<file path="config.mk">
export PLATFORM = sky130hd
export DESIGN_NAME = tec16_top
export DESIGN_NICKNAME = d
export VERILOG_FILES = /design/src/logic/tec16_pkg.sv /design/src/logic/tec16_top.sv /design/src/logic/tec16_noise_filter.sv /design/src/logic/tec16_prescaler.sv
export SDC_FILE = /design/constraint.sdc
export NUM_CORES = 1
export LEC_CHECK = 0
export ABC_AREA = 1
export BUFFER_PORTS_ARGS = -buffer_cell sky130_fd_sc_hd__clkbuf_2
export CORE_MARGIN = 1.5
export CORE_UTILIZATION = 61
export DETAILED_ROUTE_END_ITERATION = 7
export PLACE_DENSITY_LB_ADDON = 0.05
export SLEW_MARGIN = 0
export SYNTH_ARGS = -nofsm -noshare
export SYNTH_HDL_FRONTEND = slang
export SYNTH_HIERARCHICAL = 1
export SYNTH_SLANG_ARGS = --single-unit
</file>
<file path="constraint.sdc">
create_clock -name hclk -period 3.07 [get_ports hclk]
set_input_delay 0.7675 -clock hclk [delete_from_list [all_inputs] [get_ports hclk]]
set_output_delay 0.7675 -clock hclk [all_outputs]
set_load 0.005 [all_outputs]
</file>
<file path="src/logic/tec16_pkg.sv">
// Shared constants for the 16-bit timer/event counter
package tec16_pkg;

   // Register byte offsets on the AHB-Lite slave
   localparam logic [7:0] OFS_COUNT = 8'h00;
   localparam logic [7:0] OFS_CCA = 8'h04;
   localparam logic [7:0] OFS_CCB = 8'h08;
   localparam logic [7:0] OFS_MODE = 8'h0C;
   localparam logic [7:0] OFS_CCCTL = 8'h10;
   localparam logic [7:0] OFS_OUTCTL = 8'h14;
   localparam logic [7:0] OFS_PRESC = 8'h18;

   // Values after reset and the counter's top value
   localparam logic [15:0] RST_REG16 = 16'h0000;
   localparam logic [15:0] COUNT_MAX = 16'hFFFF;
   localparam logic [31:0] RDATA_ZERO = 32'h0000_0000;

   // Field positions: timer_mode_control
   localparam int MODE_OVF_BIT = 0;
   localparam int MODE_RUN_LSB = 2;
   // Field positions: capcmp_control
   localparam int CC_A_CAP_BIT = 0;
   localparam int CC_A_SRC_BIT = 1;
   localparam int CC_B_CAP_BIT = 2;
   // Field positions: output_control
   localparam int OUT_EN_BIT = 0;
   localparam int OUT_TOGA_BIT = 1;
   localparam int OUT_FRST_BIT = 2;
   localparam int OUT_FSET_BIT = 3;
   localparam int OUT_TOGB_BIT = 4;
   // Field positions: prescaler_edge_config
   localparam int PRE_SEL_LSB = 0;
   localparam int PRE_EA_LSB = 4;
   localparam int PRE_EB_LSB = 6;

   // Run modes
   typedef enum logic [1:0] {
      TEC16_RUN_STOP = 2'b00,
      TEC16_RUN_FREE = 2'b01,
      TEC16_RUN_EDGE_CLR = 2'b10,
      TEC16_RUN_MATCH_CLR = 2'b11
   } tec16_run_e;

   // Edge select codes; code 2'b10 is prohibited and decodes to no edge
   localparam logic [1:0] EDGE_FALL = 2'b00;
   localparam logic [1:0] EDGE_RISE = 2'b01;
   localparam logic [1:0] EDGE_BOTH = 2'b11;

   // Count clock select: three hclk divisions and the external event input
   localparam logic [1:0] CLK_SEL_EXT = 2'b11;
   localparam logic [5:0] DIV_MASK_4 = 6'h03;
   localparam logic [5:0] DIV_MASK_16 = 6'h0F;
   localparam logic [5:0] DIV_MASK_64 = 6'h3F;

   // Noise eliminator: cycles a new level must stand before it is taken
   localparam logic [2:0] NOISE_STABLE = 3'h2;

   // AHB-Lite encodings
   localparam logic [2:0] HSIZE_WORD = 3'h2;

   // Valid edge decode shared by capture, clear and event logic
   function automatic logic valid_edge(input logic [1:0] code,
                                       input logic rise,
                                       input logic fall);
      case (code)
         EDGE_FALL: valid_edge = fall;
         EDGE_RISE: valid_edge = rise;
         EDGE_BOTH: valid_edge = rise | fall;
         default: valid_edge = 1'b0;
      endcase
   endfunction : valid_edge

endpackage : tec16_pkg

</file>
<file path="src/logic/tec16_top.sv">
// Top of the 16-bit timer/event counter with AHB-Lite register slave
//
// The AHB-Lite interface to the registers and the address map were chosen for this implementation.

module tec16_top (
   // Clock and reset
   input wire logic hclk,
   input wire logic hresetn,
   // AHB-Lite slave
   input wire logic hsel,
   input wire logic [31:0] haddr,
   input wire logic [1:0] htrans,
   input wire logic hwrite,
   input wire logic [2:0] hsize,
   input wire logic [31:0] hwdata,
   input wire logic hready,
   output logic hreadyout,
   output logic [31:0] hrdata,
   output logic hresp,
   // Timer pins
   input wire logic timer_input_a,
   input wire logic timer_input_b,
   output logic timer_output_line,
   // Match events
   output logic match_irq_a,
   output logic match_irq_b
);

   typedef struct packed {
      logic [15:0] count;
      logic [15:0] cc_a;
      logic [15:0] cc_b;
      tec16_pkg::tec16_run_e run_mode;
      logic ovf;
      logic cap_a_en;
      logic src_a;
      logic cap_b_en;
      logic tog_a;
      logic tog_b;
      logic drive_en;
      logic [1:0] edge_a;
      logic [1:0] edge_b;
      logic [1:0] clk_sel;
      logic out_ff;
      logic out_line;
      logic irq_a;
      logic irq_b;
      logic tick_pend;
      logic wr_pend;
      logic [7:0] wr_addr;
      logic [31:0] rdata;
      logic ready;
      logic resp;
   } tec16_state_s;

   tec16_state_s st_ff;
   tec16_state_s nxt_st;

   logic a_level;
   logic a_rise;
   logic a_fall;
   logic b_level;
   logic b_rise;
   logic b_fall;
   logic div_tick;
   logic acc_ok;
   logic rd_go;
   logic running;
   logic cnt_read;
   logic raw_tick;
   logic tick_go;
   logic edge_a_ok;
   logic edge_b_ok;
   logic clr_edge;
   logic hit_a;
   logic hit_b;
   logic match_a;
   logic match_b;
   logic clr_match;
   logic ovf_evt;
   logic cap_a;
   logic cap_b;
   logic out_wr;
   logic [1:0] a_opp_code;

   // Filtered inputs and count clock source
   tec16_noise_filter u_filt_a (
      .hclk(hclk),
      .hresetn(hresetn),
      .pin(timer_input_a),
      .level(a_level),
      .rise(a_rise),
      .fall(a_fall)
   );

   tec16_noise_filter u_filt_b (
      .hclk(hclk),
      .hresetn(hresetn),
      .pin(timer_input_b),
      .level(b_level),
      .rise(b_rise),
      .fall(b_fall)
   );

   tec16_prescaler u_presc (
      .hclk(hclk),
      .hresetn(hresetn),
      .sel(st_ff.clk_sel),
      .tick(div_tick)
   );

   // Bus access qualification
   assign acc_ok = hsel & htrans[1] & hready &
                   (hsize == tec16_pkg::HSIZE_WORD);
   assign rd_go = acc_ok & ~hwrite;
   assign running = st_ff.run_mode != tec16_pkg::TEC16_RUN_STOP;
   assign cnt_read = rd_go & (haddr[7:0] == tec16_pkg::OFS_COUNT) & running;

   // Count tick; event mode counts filtered input A edges
   assign raw_tick = (st_ff.clk_sel == tec16_pkg::CLK_SEL_EXT) ?
                     edge_a_ok : div_tick;
   // A read defers the tick by one cycle instead of losing it
   assign tick_go = running & ~cnt_read & (raw_tick | st_ff.tick_pend);

   // Valid edges; the prohibited code decodes to no edge
   assign edge_a_ok = tec16_pkg::valid_edge(st_ff.edge_a, a_rise, a_fall);
   assign edge_b_ok = tec16_pkg::valid_edge(st_ff.edge_b, b_rise, b_fall);
   assign clr_edge = (st_ff.run_mode == tec16_pkg::TEC16_RUN_EDGE_CLR) &
                     edge_a_ok;

   // Compare against both registers at the count step
   assign hit_a = tick_go & (st_ff.count == st_ff.cc_a);
   assign hit_b = tick_go & (st_ff.count == st_ff.cc_b);
   assign match_a = hit_a & ~st_ff.cap_a_en;
   assign match_b = hit_b & ~st_ff.cap_b_en;
   // Interval length held in register A gives period A+1
   assign clr_match = hit_a &
                      (st_ff.run_mode == tec16_pkg::TEC16_RUN_MATCH_CLR);
   assign ovf_evt = tick_go & ~clr_edge &
                    (st_ff.count == tec16_pkg::COUNT_MAX);

   // Input A opposite phase for register A: 01 falls, 00 rises, 11 none
   always_comb begin
      case (st_ff.edge_a)
         tec16_pkg::EDGE_RISE: a_opp_code = tec16_pkg::EDGE_FALL;
         tec16_pkg::EDGE_FALL: a_opp_code = tec16_pkg::EDGE_RISE;
         default: a_opp_code = 2'b10;
      endcase
   end

   // Capture triggers, pulse width measured by filtered edges
   assign cap_a = st_ff.cap_a_en & (st_ff.src_a ?
                  tec16_pkg::valid_edge(a_opp_code, a_rise, a_fall) :
                  edge_b_ok);
   assign cap_b = st_ff.cap_b_en & edge_a_ok;

   assign out_wr = st_ff.wr_pend & (st_ff.wr_addr == tec16_pkg::OFS_OUTCTL);

   // Next state of counter, registers, output and bus
   always_comb begin
      nxt_st = st_ff;
      nxt_st.ready = 1'b1;
      nxt_st.resp = 1'b0;
      nxt_st.irq_a = match_a;
      nxt_st.irq_b = match_b;

      // Counter with its clear cases
      if (!running) begin
         nxt_st.count = tec16_pkg::RST_REG16;
      end else if (clr_edge) begin
         nxt_st.count = tec16_pkg::RST_REG16;
      end else if (tick_go) begin
         if (clr_match) begin
            nxt_st.count = tec16_pkg::RST_REG16;
         end else begin
            nxt_st.count = 16'(st_ff.count + 16'h0001);
         end
      end
      nxt_st.tick_pend = running & cnt_read & (raw_tick | st_ff.tick_pend);

      // Register writes in the data phase
      if (st_ff.wr_pend) begin
         case (st_ff.wr_addr)
            tec16_pkg::OFS_CCA: nxt_st.cc_a = hwdata[15:0];
            tec16_pkg::OFS_CCB: nxt_st.cc_b = hwdata[15:0];
            tec16_pkg::OFS_MODE: begin
               nxt_st.run_mode = tec16_pkg::tec16_run_e'(
                  hwdata[tec16_pkg::MODE_RUN_LSB +: 2]);
               nxt_st.ovf = hwdata[tec16_pkg::MODE_OVF_BIT];
            end
            tec16_pkg::OFS_CCCTL: begin
               nxt_st.cap_a_en = hwdata[tec16_pkg::CC_A_CAP_BIT];
               nxt_st.src_a = hwdata[tec16_pkg::CC_A_SRC_BIT];
               nxt_st.cap_b_en = hwdata[tec16_pkg::CC_B_CAP_BIT];
            end
            tec16_pkg::OFS_OUTCTL: begin
               nxt_st.drive_en = hwdata[tec16_pkg::OUT_EN_BIT];
               nxt_st.tog_a = hwdata[tec16_pkg::OUT_TOGA_BIT];
               nxt_st.tog_b = hwdata[tec16_pkg::OUT_TOGB_BIT];
            end
            tec16_pkg::OFS_PRESC: begin
               nxt_st.clk_sel = hwdata[tec16_pkg::PRE_SEL_LSB +: 2];
               nxt_st.edge_a = hwdata[tec16_pkg::PRE_EA_LSB +: 2];
               nxt_st.edge_b = hwdata[tec16_pkg::PRE_EB_LSB +: 2];
            end
            default: nxt_st.count = nxt_st.count;
         endcase
      end
      // Overflow set wins over a software clear
      nxt_st.ovf = nxt_st.ovf | ovf_evt;

      // Captures take the current count and win over a write
      if (cap_a) begin
         nxt_st.cc_a = st_ff.count;
      end
      if (cap_b) begin
         nxt_st.cc_b = st_ff.count;
      end

      // Output flip-flop: match toggles give square wave and PPG
      if ((match_a & st_ff.tog_a) ^ (match_b & st_ff.tog_b)) begin
         nxt_st.out_ff = ~st_ff.out_ff;
      end
      // Software force set or reset; both together is ignored
      if (out_wr) begin
         if (hwdata[tec16_pkg::OUT_FSET_BIT] &
             ~hwdata[tec16_pkg::OUT_FRST_BIT]) begin
            nxt_st.out_ff = 1'b1;
         end else if (hwdata[tec16_pkg::OUT_FRST_BIT] &
                      ~hwdata[tec16_pkg::OUT_FSET_BIT]) begin
            nxt_st.out_ff = 1'b0;
         end
      end
      nxt_st.out_line = nxt_st.drive_en & nxt_st.out_ff;

      // Address phase capture and read data snapshot
      nxt_st.wr_pend = acc_ok & hwrite;
      nxt_st.wr_addr = haddr[7:0];
      nxt_st.rdata = tec16_pkg::RDATA_ZERO;
      if (rd_go) begin
         case (haddr[7:0])
            tec16_pkg::OFS_COUNT: nxt_st.rdata = {16'h0000, st_ff.count};
            tec16_pkg::OFS_CCA: nxt_st.rdata = {16'h0000, st_ff.cc_a};
            tec16_pkg::OFS_CCB: nxt_st.rdata = {16'h0000, st_ff.cc_b};
            tec16_pkg::OFS_MODE: nxt_st.rdata = {28'h0000000,
               st_ff.run_mode, 1'b0, st_ff.ovf};
            tec16_pkg::OFS_CCCTL: nxt_st.rdata = {29'h00000000,
               st_ff.cap_b_en, st_ff.src_a, st_ff.cap_a_en};
            tec16_pkg::OFS_OUTCTL: nxt_st.rdata = {27'h0000000,
               st_ff.tog_b, 2'b00, st_ff.tog_a, st_ff.drive_en};
            tec16_pkg::OFS_PRESC: nxt_st.rdata = {24'h000000,
               st_ff.edge_b, st_ff.edge_a, 2'b00, st_ff.clk_sel};
            default: nxt_st.rdata = tec16_pkg::RDATA_ZERO;
         endcase
      end
   end

   // State register
   always_ff @(posedge hclk or negedge hresetn) begin
      if (!hresetn) begin
         st_ff <= '0;
      end else begin
         st_ff <= nxt_st;
      end
   end

   // Outputs straight from the state register
   assign hreadyout = st_ff.ready;
   assign hresp = st_ff.resp;
   assign hrdata = st_ff.rdata;
   assign timer_output_line = st_ff.out_line;
   assign match_irq_a = st_ff.irq_a;
   assign match_irq_b = st_ff.irq_b;
endmodule : tec16_top

</file>
<file path="src/logic/tec16_noise_filter.sv">
// Synchroniser and noise eliminator for one timer input pin
module tec16_noise_filter (
   // Clock and reset
   input wire logic hclk,
   input wire logic hresetn,
   // Raw pin
   input wire logic pin,
   // Filtered level and edge pulses
   output logic level,
   output logic rise,
   output logic fall
);

   typedef struct packed {
      logic sync1;
      logic sync2;
      logic [2:0] cnt;
      logic level;
      logic rise;
      logic fall;
   } tec16_nf_s;

   tec16_nf_s st_ff;
   tec16_nf_s nxt_st;

   // Level is accepted only after it stands for the stable count
   always_comb begin
      nxt_st = st_ff;
      nxt_st.sync1 = pin;
      nxt_st.sync2 = st_ff.sync1;
      nxt_st.rise = 1'b0;
      nxt_st.fall = 1'b0;
      if (st_ff.sync2 != st_ff.level) begin
         if (3'(st_ff.cnt + 3'h1) >= tec16_pkg::NOISE_STABLE) begin
            nxt_st.level = st_ff.sync2;
            nxt_st.rise = st_ff.sync2;
            nxt_st.fall = ~st_ff.sync2;
            nxt_st.cnt = 3'h0;
         end else begin
            nxt_st.cnt = 3'(st_ff.cnt + 3'h1);
         end
      end else begin
         nxt_st.cnt = 3'h0;
      end
   end

   // State register
   always_ff @(posedge hclk or negedge hresetn) begin
      if (!hresetn) begin
         st_ff <= '0;
      end else begin
         st_ff <= nxt_st;
      end
   end

   assign level = st_ff.level;
   assign rise = st_ff.rise;
   assign fall = st_ff.fall;

endmodule : tec16_noise_filter

</file>
<file path="src/logic/tec16_prescaler.sv">
// Count clock divider producing a one-cycle tick from hclk
module tec16_prescaler (
   // Clock and reset
   input wire logic hclk,
   input wire logic hresetn,
   // Division select
   input wire logic [1:0] sel,
   // Count tick
   output logic tick
);

   typedef struct packed {
      logic [5:0] cnt;
      logic tick;
   } tec16_ps_s;

   tec16_ps_s st_ff;
   tec16_ps_s nxt_st;
   logic [5:0] mask;

   // Division mask from the select code
   always_comb begin
      case (sel)
         2'b00: mask = tec16_pkg::DIV_MASK_4;
         2'b01: mask = tec16_pkg::DIV_MASK_16;
         default: mask = tec16_pkg::DIV_MASK_64;
      endcase
   end

   // Free-running divider
   always_comb begin
      nxt_st = st_ff;
      nxt_st.cnt = 6'(st_ff.cnt + 6'h01);
      nxt_st.tick = (st_ff.cnt & mask) == mask;
   end

   // State register
   always_ff @(posedge hclk or negedge hresetn) begin
      if (!hresetn) begin
         st_ff <= '0;
      end else begin
         st_ff <= nxt_st;
      end
   end

   assign tick = st_ff.tick;

endmodule : tec16_prescaler

</file>
# Yosys cells after proc, flatten, opt, wreduce, memory -nomap -nowiden
# Index checks and enable logic that the tools add are counted.
[word_totals]
reg_bits = 133
latch_bits = 0
ram_bits = 0
romBits = 0
output_inout_bits = 37
elab_cells = 167
mem_count = 0
[op_classes]
addsub = 4
mul = 0
n_div = 0
order_cmp = 2
n_eq_ne = 29
shifts = 0
mux = 34
bitwise_logic = 43
n_reduce_logical = 18
[op_table]
columns = ["op", "count"]
rows = [
  ["$mux W16", 9],
  ["$pmux W16 S7", 1],
  ["$eq A8 B5 Y1 const B", 6],
  ["$mux W47", 1],
  ["$eq A16 B16 Y1", 2],
  ["$eq A8 B4 Y1 const B", 4],
  ["$and A1 B1 Y1", 27],
  ["$mux W3", 7],
  ["$add A16 B1 Y16 const B", 1],
  ["$eq A16 B16 Y1 const B", 1],
  ["$eq A8 B3 Y1 const B", 2],
  ["$reduce_and A2 Y1", 8],
  ["$eq A2 B2 Y1 const B", 6],
  ["$pmux W6 S2", 1],
  ["$not A1 Y1", 10],
  ["$reduce_bool A2 Y1", 5],
  ["$pmux W1 S3", 3],
  ["$eq A2 B1 Y1 const B", 4],
  ["$logic_not A2 Y1", 4],
  ["$logic_not A8 Y1", 1],
  ["$mux W2", 4],
  ["$add A3 B1 Y3 const B", 2],
  ["$add A6 B1 Y6 const B", 1],
  ["$and A6 B6 Y6", 1],
  ["other kinds (9)", 19],
]

# Logic depth before layout (Yosys ltp)
# Gate-level depths: netlist (run 1).
[logic_depth]
depth_word = 18
depth_mapped = 15
ltp_nobuf = 14

# Cells and area by module
# Netlist (run 1), hierarchy kept.
[by_module_without_submodules]
columns = ["mod", "n_inst", "cells_per_inst", "area_per_inst_um2", "seq_area_each_um2"]
rows = [
  ["tec16_top", 1, 696, 5502.8, 2352.3],
  ["tec16_noise_filter", 2, 34, 335.3, 200.2],
  ["tec16_prescaler", 1, 28, 295.3, 175.2],
]

# Worst setup path before layout (run 1)
# Ideal clock, no wire load.
[synth_timing]
path_kind = "in2reg"
start = "in haddr[1]"
end = "reg st_ff[101] in the netlist's numbering"
setup_ns = 0.082
arrival_ns = 1.865
t_required_ns = 2.988
setup_slack_ns = 1.122
path_stages = 10
n_path_buf = 1
path_cell_list = "nor2_4 > nand2_1 > nor2_4 > nand3_2 > nand2_2 > nor2_8 > nor3_4 > inv_2 > buf_2 > o22ai_1"
[synth_between]
elab_chain_len = 12
[synth_rtl]
columns = ["element", "line", "text"]
rows = [
  ["start, declared", "tec16_top.sv:11", "input wire logic [31:0] haddr,"],
  ["$logic_not A8 Y1 (*)", "tec16_top.sv:117", "assign cnt_read = rd_go & (haddr[7:0] == tec16_pkg::OFS_COUNT) & running;"],
  ["$and A1 B1 Y1 (*) (2 in series)", "tec16_top.sv:117", ""],
  ["$not A1 Y1 (*)", "tec16_top.sv:123", "assign tick_go = running & ~cnt_read & (raw_tick | st_ff.tick_pend);"],
  ["$and A1 B1 Y1 (*) (2 in series)", "tec16_top.sv:123", ""],
  ["$and A1 B1 Y1", "tec16_top.sv:132", "assign hit_a = tick_go & (st_ff.count == st_ff.cc_a);"],
  ["$and A1 B1 Y1", "tec16_top.sv:137", "assign clr_match = hit_a &"],
  ["$mux W16", "tec16_top.sv:173", "if (clr_match) begin"],
  ["$mux W16 (*)", "tec16_top.sv:172", "end else if (tick_go) begin"],
  ["$mux W16 (*)", "tec16_top.sv:170", "end else if (clr_edge) begin"],
  ["$mux W16 (*)", "tec16_top.sv:168", "if (!running) begin"],
  ["end signal, assigned", "tec16_top.sv:263", "st_ff <= nxt_st;"],
  ["end, declared", "tec16_top.sv:56", "tec16_state_s st_ff;"],
]
# Mark *: on every way between the ends. The rest lies on a longest branch, timed or not.
# A chain may end at the register's enable or synchronous reset.

# Final worst setup path (run 1)
[layout_timing]
start = "reg st_ff[103] in the netlist's numbering"
end = "reg st_ff[104] in the netlist's numbering"
[layout_between]
elab_chain_len = 7
[layout_rtl]
columns = ["element", "line"]
rows = [
  ["branches (longest 3 deep; another with $add A16 B1 Y16)", "-"],
  ["$mux W16 (*)", "tec16_top.sv:173"],
  ["$mux W16 (*)", "tec16_top.sv:172"],
  ["$mux W16 (*)", "tec16_top.sv:170"],
  ["$mux W16 (*)", "tec16_top.sv:168"],
]
# Mark *: on every way between the ends.

==> results.py, run 1 <==
metrics = {
    "cells_and_area": {
        "fill_cells": 822,
        "post-route-util_pct": 71.0,
        "instances_no_fill": 987,
        "area_growth_pct": 13.2,
        "mostFrequentLayoutCells": "nand2_1 (178), dfrtp_1 (117), inv_1 (105)",
        "mostFrequentLayoutCell": "nand2_1",
        "nets": 920,
        "postLayoutCellArea_sq_mm": 0.00733,
        "drive_gt1_share_pct": 17.0,
        "regArea_sq_mm": 0.00293,
        "multi_input_area_sq_mm": 0.00276,
        "diodes": 0,
    },
    "timing": {
        "finalSetupTns_ns": 0,
        "worst_slew_pin_slew_ns": 0.727,
        "finalSetupViolCount": 0,
        "slew_headroom_pct": 51.5,
        "final_hold_viol_count": 0,
        "fin_crit_sh_pct": 69.5,
        "drv_slew": 0,
        "fmax_mhz": 469,
        "min_period_ns": 2.13,
        "finClkSkew_ns": 0.0100,
        "rsz0062_at_grt": "no",
    },
    "floorplanning": {
        "coreArea_sq_mm": 0.0103,
        "die_w_microns": 106,
        "io_pins": 113,
        "start_util_pct": 62.7,
        "rows": 37,
        "fp.dieH_microns": 106,
        "die-area_sq_mm": 0.0112,
    },
    "logic_synthesis": {
        "seq_area_frac_synth_pct": 45.3,
        "syn_area_per_cell_sq_um": 8.17,
        "synthesis.area_sq_mm": 0.00647,
        "yosys_warnings": 6,
        "ys_types": 45,
        "synthCells": 792,
        "synth-seq-cells": 117,
    },
    "worst_setup_path": {
        "r2r_setup_slack_ns": 0.94,
        "critPathMaxFanout": 8,
        "cp-start-kind": "flop",
        "reg2reg_from": "st_ff[103]",
        "endpoint": "st_ff[104]",
        "critical_path_arrival_ns": 2.56,
        "slowest_stage": "dfrtp_1",
        "cp-startpoint": "st_ff[103]",
        "reg2reg_depth": 11,
        "cp_slowest_stage_delay_ns": 0.49,
        "path_cells": "inv_1 -> nand2_1 -> nand4_1 -> nor2_1 -> nand2_1 -> nor2_4 -> nand4_1 -> nand2_1 -> inv_1 -> nand3_1 -> o21ai_0",
        "cp-end-kind": "flop",
        "cp.required_ns": 3.50,
        "cp_common_cell": "nand2_1",
        "timing.rr.end": "st_ff[104]",
        "worst-setup-path-type": "flop to flop",
    },
    "cts": {
        "cts.sinks": 117,
        "cts_resized": 0,
        "hold_buffers": 0,
        "post-cts-setup-buffers": 0,
        "insertion_delay_ns": 0.55,
        "path_clk_slew_ns": 0.06,
        "cts_max_level": 4,
        "cts_buffer_depth": 2,
        "cts_made_buffers": 17,
        "clock-root-buffer": "clkbuf_8",
        "cts_tree": "done",
    },
    "job": {
        "maxCapViolations": 0,
    },
    "grt": {
        "track_usage_pct": 32.8,
        "antenna_found_initial": 0,
        "gr-total-overflow": 0,
        "grt_pass1_vias": 5588,
        "grt_max_degree": 44,
        "grt_pass1_wl_microns": 27700,
    },
    "routing": {
        "routed_wl_microns": 17100,
        "via_count": 5708,
        "wl_per_cell_microns": 17.3,
        "drt-initial-drc-count": 503,
        "drcViolationCount": 0,
        "first_pass_iters": 5,
        "viasPerCell": 5.78,
        "ant_nets": 0,
    },
    "run_status": {
        "outcome": "complete, no violations",
    },
    "placed_design": {
        "dp_hpwl_microns": 11900,
        "place_inst": 955,
        "gp_congestion": 0.949,
        "place_area_sq_mm": 0.00672,
        "io_buffers": 54,
    },
    "power_and_ir_drop": {
        "p_per_area_mw_per_mm2": 692,
        "vdd_drop_max_mv": 0.563,
        "power_leakage_nw": 3.63,
        "power_mw": 5.07,
    },
    "min_path": {
        "min_path_type": "input pin to async pin",
    },
}
## flip-flops by register name, summed over array words and instances, names as in the netlist, 4 cells and up
name,count
st_ff,74
hrdata,16
u_presc/st_ff,6
u_filt_a/st_ff,4
u_filt_b/st_ff,4
## synth_stat cells
master	instances	area [sq um]
xnor2_1	6	52.6
nor4_4	1	21.3
o31ai_2	2	25.0
nor3_4	3	48.8
o21bai_2	1	11.3
nor3_1	11	55.1
o311ai_0	1	8.76
nand2_2	2	12.5
a311oi_1	1	8.76
nor2_1	49	184
nand3b_1	2	15.0
nor3_2	1	10.0
o21ai_2	2	17.5
nand3_2	7	70.1
a31oi_1	7	43.8
nand4_2	1	12.5
nor2_4	7	78.8
o22ai_1	27	169
clkbuf_1	9	33.8
ha_1	6	75.1
xor2_1	11	96.3
buf_1	1	3.75
o31ai_1	3	22.5
nand2_1	178	668
and2_1	1	6.26
dfrtp_1	117	2930
nand3_1	27	135
a41oi_1	4	35.0
nand4_1	29	181
a211oi_1	1	7.51
nor2_2	4	25.0
nor4_1	4	25.0
o21ai_1	6	30.0
a21oi_1	32	160
inv_1	105	394
a21boi_4	1	18.8
inv_2	11	41.3
buf_4	38	285
buf_2	11	55.1
nor2_8	1	20.0
buf_6	2	22.5
conb_1	4	15.0
o221ai_1	17	149
clkbuf_2	3	15.0
o21ai_0	35	175
## layout make-up
type	count	area share, %
multi-input combinational	513	37.6
clock buffer	23	6.23
timing repair buffer	73	5.84
sequential	117	40.0
clock inverter	9	2.05
tap	136	2.32
inverter	116	5.94
## power breakdown
group | switching, mW | internal, mW
combinational | 0.683 | 0.358
sequential | 0.256 | 1.73
clock | 0.686 | 1.36
## worst min-delay path by stage
stage | start | to | slack, ns | depth (start not counted)
3_5_place_dp | u_filt_b/nxt_st[6] | u_filt_b/st_ff[6] | 0.34 | 0
2_1_floorplan | u_filt_a/nxt_st[6] | u_filt_a/st_ff[6] | 0.33 | 0
6_report | hresetn | st_ff[41] | 0.17 | 1
3_3_place_gp | u_filt_a/nxt_st[6] | u_filt_a/st_ff[6] | 0.34 | 0
5_1_grt | hresetn | st_ff[41] | 0.19 | 1
4_1_cts | hresetn | st_ff[41] | 0.17 | 1
## worst max-delay path: cells and delay by family, from the launching register on
kind                   cells  cell delay, ns
flip-flops                 1            0.49
AND/OR/NAND/NOR            8            1.08
AO/OA/AOI/OAI              1            0.07
buffers and inverters      2            0.37
## routing by layer
metal  track usage, %  share of wire [%]
met2             49.9                 46
met4             16.0                2.9
met5                0                  0
met3             8.77                 10
met1             43.7                 40
## metrics by stage
stage	hold slack (ns)	setup WS, ns
final	0.171	0.938
after global routing	0.187	0.738
after CTS	0.168	1.00
after detailed placement	0.336	0.571
after global placement	0.338	0.627
after floorplan	0.331	1.12
## logic make-up after synthesis
kind of cell / after synthesis / synth area share, %
and+or+nand+nor: 328 / 24.3
buffers and inverters: 180 / 13.2
AOI/OAI and AO/OA: 140 / 13.6
DFF: 117 / 45.3
xor gates and xnor gates: 17 / 2.30
adders and majority gates: 6 / 1.16
other: 4 / 0.232
Note: power is estimated with default switching activity, not from simulation.
==> run 2: changes to the inputs <==
--- a/config.mk
+++ b/config.mk
@@ -8,7 +8,7 @@
 export ABC_AREA = 1
 export BUFFER_PORTS_ARGS = -buffer_cell sky130_fd_sc_hd__clkbuf_2
 export CORE_MARGIN = 1.5
-export CORE_UTILIZATION = 61
+export CORE_UTILIZATION = 57
 export DETAILED_ROUTE_END_ITERATION = 7
 export PLACE_DENSITY_LB_ADDON = 0.05
 export SLEW_MARGIN = 0
==> constraint.sdc (replaced) <==
create_clock -name hclk -period 2 [get_ports hclk]
set_input_delay 0.5 -clock hclk [delete_from_list [all_inputs] [get_ports hclk]]
set_output_delay 0.5 -clock hclk [all_outputs]
set_load 0.005 [all_outputs]
==> results.py, run 2 (synthesis results as in run 1) <==
metrics = {
    "min_path": {
        "min_path_type": "input pin to async pin",
    },
    "floorplanning": {
        "coreArea_sq_mm": 0.0109,
        "rows": 38,
        "die-area_sq_mm": 0.0120,
        "fp.dieH_microns": 110,
        "start_util_pct": 59.2,
        "io_pins": 113,
        "die_w_microns": 110,
    },
    "timing": {
        "slew_headroom_pct": 55.7,
        "finalSetupViolCount": 0,
        "fmax_mhz": 517,
        "drv_slew": 0,
        "final_hold_viol_count": 0,
        "finClkSkew_ns": 0.00892,
        "min_period_ns": 1.93,
        "worst_slew_pin_slew_ns": 0.662,
        "whs_ns": 0.0269,
        "rsz0062_at_grt": "yes",
        "fin_crit_sh_pct": 96.7,
    },
    "worst_setup_path": {
        "cp.required_ns": 2.33,
        "worst-setup-path-type": "flop to flop",
        "reg2reg_depth": 11,
        "cp-end-kind": "flop",
        "cp-start-kind": "flop",
        "critical_path_arrival_ns": 2.27,
        "critPathMaxFanout": 7,
    },
    "routing": {
        "drt-initial-drc-count": 508,
        "wl_per_cell_microns": 17.2,
        "drcViolationCount": 0,
        "first_pass_iters": 5,
        "ant_nets": 0,
        "routed_wl_microns": 17400,
        "viasPerCell": 5.72,
        "via_count": 5783,
    },
    "cts": {
        "path_clk_slew_ns": 0.05,
        "cts_max_level": 4,
        "insertion_delay_ns": 0.41,
        "cts_tree": "done",
        "cts_made_buffers": 17,
        "hold_buffers": 0,
        "clock-root-buffer": "clkbuf_16",
        "cts_buffer_depth": 2,
        "cts.sinks": 117,
    },
    "cells_and_area": {
        "regArea_sq_mm": 0.00294,
        "drive_gt1_share_pct": 20.7,
        "mostFrequentLayoutCell": "nand2_1",
        "top_register": "st_ff",
        "fill_cells": 904,
        "nets": 943,
        "largest_register_ffs": 74,
        "diodes": 0,
        "multi_input_area_sq_mm": 0.00279,
        "mostFrequentLayoutCells": "nand2_1 (177), dfrtp_1 (108), inv_1 (102)",
        "area_growth_pct": 16.2,
        "instances_no_fill": 1011,
    },
    "placed_design": {
        "place_inst": 982,
        "io_buffers": 54,
        "gp_congestion": 0.951,
        "dp_hpwl_microns": 12300,
    },
    "grt": {
        "gr-total-overflow": 0,
        "antenna_found_initial": 0,
        "grt_pass1_wl_microns": 27800,
        "track_usage_pct": 31.2,
        "grt_pass1_vias": 5595,
        "grt_max_degree": 38,
    },
    "power_and_ir_drop": {
        "p_sw_mw": 2.50,
        "power_frac_clock_pct": 36.0,
        "internal_power_mw": 5.04,
        "pwr-share-seq_pct": 40.4,
        "p_per_area_mw_per_mm2": 1000,
        "p_sw_share_pct": 33.1,
        "vdd_drop_max_mv": 0.747,
        "power_leakage_nw": 3.72,
        "combPwrFrac_pct": 23.6,
    },
    "job": {
        "maxCapViolations": 0,
    },
    "run_status": {
        "outcome": "complete, no violations",
    },
}
## run 2: power groups by stage
stage / Sequential (mW) / Combinational, mW / Clock (mW)
after global routing: 3.08 / 1.99 / 2.85
after floorplan: 2.89 / 1.32 / 0
after CTS: 3.01 / 1.74 / 2.74
after detailed placement: 3.04 / 1.72 / 0
final: 3.05 / 1.78 / 2.71
after global placement: 3.03 / 1.67 / 0
## run 2: layout make-up
class | instances | share of cell area (%)
clock buffer | 25 | 6.72
clock inverter | 4 | 0.300
multi-input combinational | 513 | 37.1
tap | 140 | 2.33
sequential | 117 | 39.1
inverter | 116 | 5.82
timing repair buffer | 96 | 8.65
## run 2: metrics by stage
stage	total power, mW	setup slack, ns	instance area (sq um)	setup TNS, ns	utilization, %
after detailed placement	4.76	-0.0370	6950	-0.0640	63.5
final	7.54	0.0651	7520	0	68.8
after CTS	7.49	0.00795	7480	0	68.4
after global placement	4.71	0.0121	6950	0	63.5
after global routing	7.92	-0.0253	7520	-0.0418	68.8
after floorplan	4.21	0.320	6540	0	-
## run 2: final timing paths
check | startpoint | endpoint | slack (ns)
worst max-delay path | st_ff[96] | timer_output_line | 0.07
max in group asynchronous | hresetn | st_ff[100] | 1.40
min in group hclk | timer_input_a | u_filt_a/nxt_st[6] | 0.20
worst max register to register | st_ff[96] | timer_output_line | 0.07
worst min register to register | u_filt_a/nxt_st[6] | u_filt_a/st_ff[6] | 0.35
worst min-delay path | hresetn | st_ff[39] | 0.03
## run 2: worst max-delay path, stage by stage (launching register included)
cell     delay [ns]
dfrtp_1        0.42
inv_2          0.15
o21ai_0        0.17
a21oi_1        0.21
nand3_1        0.17
nor2_4         0.19
nand3_1        0.12
nand2_1        0.09
nand3_1        0.08
nand3_1        0.08
nand2_1        0.07
nor2_1         0.11
## run 2: metal layers
metal	vias to the layer above	wire [microns]	track usage (%)
li1	2693	-	-
met1	2781	7390	40.3
met2	276	8010	48.8
met3	33	1670	11.0
met4	0	346	10.8
met5	-	0	0
## run 2: timing repair
item | 4_1_cts | 5_1_grt
gates resized for setup | 1 | 19
gates cloned | 0 | 0
setup buffers | 0 | 0
endpoints found under the setup margin | 13 | 16
==> run 3: changes to the inputs <==
--- a/config.mk
+++ b/config.mk
@@ -7,6 +7,7 @@
 export LEC_CHECK = 0
 export ABC_AREA = 1
 export BUFFER_PORTS_ARGS = -buffer_cell sky130_fd_sc_hd__clkbuf_2
+export CAP_MARGIN = 30
 export CORE_MARGIN = 1.5
 export CORE_UTILIZATION = 57
 export DETAILED_ROUTE_END_ITERATION = 7
@@ -14,5 +15,4 @@
 export SLEW_MARGIN = 0
 export SYNTH_ARGS = -nofsm -noshare
 export SYNTH_HDL_FRONTEND = slang
-export SYNTH_HIERARCHICAL = 1
 export SYNTH_SLANG_ARGS = --single-unit
==> results.py, run 3 <==
metrics = {
    "logic_synthesis": {
        "synth.most_common_cell": "nand2_1",
        "synth_area_leaders": "dfrtp_1 (46%), nand2_1 (8.0%), inv_1 (5.3%)",
        "synth_edf_count": 0,
        "synthTopCellsByCount": "nand2_1 (137), dfrtp_1 (117), inv_1 (90)",
        "synth_top_family_by_area": "simple AND/OR/NAND/NOR gates",
        "synth_mux_area_share_pct": 0.527,
        "yosys_warnings": 0,
        "synthXorXnorAreaFrac_pct": 4.51,
        "seq_area_frac_synth_pct": 45.6,
        "ys.flop_type": "dfrtp_1",
        "yosys.area_share.adder_pct": 1.17,
        "synth-seq-cells": 117,
        "yosysTopAreaCellShare_pct": 45.6,
        "synth_async_sr_flop_share_pct": 100,
        "synthCells": 739,
        "synthesis.area_sq_mm": 0.00641,
        "syn_area_per_cell_sq_um": 8.68,
        "synth_simple_gate_area_share_pct": 21.1,
        "yosysTopAreaCell": "dfrtp_1",
        "ys_types": 49,
        "synth_compound_gate_area_share_pct": 14.0,
    },
    "timing": {
        "whs_ns": 0.0904,
        "min_period_ns": 1.87,
        "fmax_mhz": 534,
        "drv_slew": 0,
        "finalSetupViolCount": 0,
        "final_hold_viol_count": 0,
        "fin_crit_sh_pct": 93.7,
        "fin_ws_ns": 0.126,
        "finClkSkew_ns": 0.00960,
        "finalSetupTns_ns": 0,
    },
    "worst_setup_path": {
        "cp.required_ns": 2.46,
        "worst-setup-path-type": "flop to flop",
        "cp-start-kind": "flop",
        "timing.rr.end": "timer_output_line",
        "reg2reg_from": "st_ff[97]",
        "path_cells": "inv_1 -> a21oi_1 -> nand2_1 -> nor2_1 -> nand3_1 -> nor2_1 -> nand3_1 -> nand2_1 -> nand2_1 -> nand2_1 -> nand3_2 -> a21oi_2",
        "r2r_setup_slack_ns": 0.13,
        "critical_path_arrival_ns": 2.33,
        "slowest_stage": "dfrtp_2",
        "critPathMaxFanout": 8,
        "cp-end-kind": "flop",
        "cp_slowest_stage_delay_ns": 0.46,
        "reg2reg_depth": 12,
        "cp_common_cell": "nand2_1",
        "cp-startpoint": "st_ff[97]",
        "endpoint": "timer_output_line",
    },
    "grt": {
        "grt_pass1_wl_microns": 26800,
        "gr-total-overflow": 0,
        "grt_pass1_vias": 5248,
        "grt_max_degree": 47,
        "antenna_found_initial": 0,
        "track_usage_pct": 30.6,
    },
    "floorplanning": {
        "die_w_microns": 109,
        "io_pins": 113,
        "rows": 38,
        "die-area_sq_mm": 0.0119,
        "coreArea_sq_mm": 0.0109,
        "fp.dieH_microns": 109,
        "start_util_pct": 58.9,
    },
    "cells_and_area": {
        "mostFrequentLayoutCell": "nand2_1",
        "largest_register_ffs": 74,
        "instances_no_fill": 964,
        "fill_cells": 855,
        "top_register": "st_ff",
        "drive_gt1_share_pct": 22.9,
        "nets": 893,
        "area_growth_pct": 18.6,
        "post-route-util_pct": 69.8,
        "postLayoutCellArea_sq_mm": 0.00760,
        "mostFrequentLayoutCells": "nand2_1 (137), dfrtp_1 (113), inv_1 (90)",
        "diodes": 0,
    },
    "routing": {
        "wl_per_cell_microns": 17.4,
        "drcViolationCount": 0,
        "via_count": 5385,
        "drt-initial-drc-count": 487,
        "viasPerCell": 5.59,
        "first_pass_iters": 6,
        "ant_nets": 0,
        "routed_wl_microns": 16800,
    },
    "power_and_ir_drop": {
        "power_mw": 7.80,
        "p_per_area_mw_per_mm2": 1030,
        "pwr-share-seq_pct": 36.4,
        "power_leakage_nw": 3.70,
        "internal_power_mw": 5.70,
        "combPwrFrac_pct": 17.2,
        "p_sw_share_pct": 26.9,
        "vdd_drop_max_mv": 0.781,
        "power_frac_clock_pct": 46.4,
        "p_sw_mw": 2.10,
    },
    "cts": {
        "clock-root-buffer": "clkbuf_8",
        "cts_tree": "done",
        "path_clk_slew_ns": 0.06,
        "cts_made_buffers": 17,
        "post-cts-setup-buffers": 0,
        "cts_buffer_depth": 2,
        "insertion_delay_ns": 0.53,
        "cts.sinks": 117,
        "cts_max_level": 4,
    },
    "placed_design": {
        "dp_hpwl_microns": 11700,
        "place_ws_ns": 0.0320,
        "place_inst": 931,
        "place_area_sq_mm": 0.00687,
        "gp_congestion": 0.942,
        "io_buffers": 54,
    },
    "run_status": {
        "outcome": "complete, no violations",
    },
    "min_path": {
        "min_path_type": "input pin to flop",
    },
    "job": {
        "maxCapViolations": 0,
    },
}
-- run 3: cell count changes after synthesis, sizes merged, moves of 4 or more --
cell | previous run | this run
nand2 | 180 | 141
inv | 116 | 104
xnor2 | 6 | 18
nand4 | 30 | 21
a21oi | 32 | 25
clkbuf | 12 | 7
nor4 | 5 | 1
xor2 | 11 | 15
-- run 3: per-layer routing --
layer | global-route usage [%] | wire length [microns] | vias to the layer above
met3 | 5.68 | 1020 | 26
met1 | 40.5 | 7210 | 2603
met2 | 50.3 | 8270 | 214
li1 | - | - | 2542
met4 | 10.7 | 276 | 0
met5 | 0 | 0 | -
-- run 3: power by group through the flow --
stage                     sequential, mW  clock, mW  combinational, mW
after global placement              2.85          0               1.27
after global routing                2.87       3.76               1.50
after floorplan                     2.80          0              0.962
after CTS                           2.82       3.66               1.32
after detailed placement            2.86          0               1.31
final                               2.84       3.62               1.34
-- run 3: critical path: cells and delay by family (launching register included) --
kind                   cells  cell delay [ns]
and+or+nand+nor            9             0.96
buffers and inverters      1             0.10
AOI/OAI and AO/OA          2             0.28
DFF                        1             0.46
-- run 3: repair_timing --
item	4_1_cts	5_1_grt
gates resized for setup	0	8
setup endpoints to repair	0	17
hold buffers	1	0
endpoints found under the hold margin	33	0
-- run 3: layout make-up --
type	instances	area [sq um]	share of cell area (%)
clock buffer	24	490	6.45
clock inverter	8	215	2.83
inverter	107	412	5.41
multi-input combinational	475	2740	36.0
sequential	117	2930	38.6
tap	140	175	2.30
timing repair buffer	93	638	8.39
-- run 3: how the worst min path moves through the flow --
stage	from	endpoint	cells after the start
after floorplan	hresetn	hrdata[0]	0
after global placement	u_filt_a.nxt_st[6]	u_filt_a.st_ff[6]	0
after detailed placement	u_filt_a.nxt_st[6]	u_filt_a.st_ff[6]	0
after CTS	timer_input_b	u_filt_b.nxt_st[6]	1
after global routing	timer_input_b	u_filt_b.nxt_st[6]	1
final	timer_input_a	u_filt_a.nxt_st[6]	1
-- run 3: cell families (layout without fill, tap and decap cells) --
logic type,after synthesis,count (layout)
buf+inv,167,232
xor+xnor,33,33
compound gates,133,133
other cells,2,22
simple gates,278,278
mux,3,3
fa+ha+maj,6,6
flops,117,117
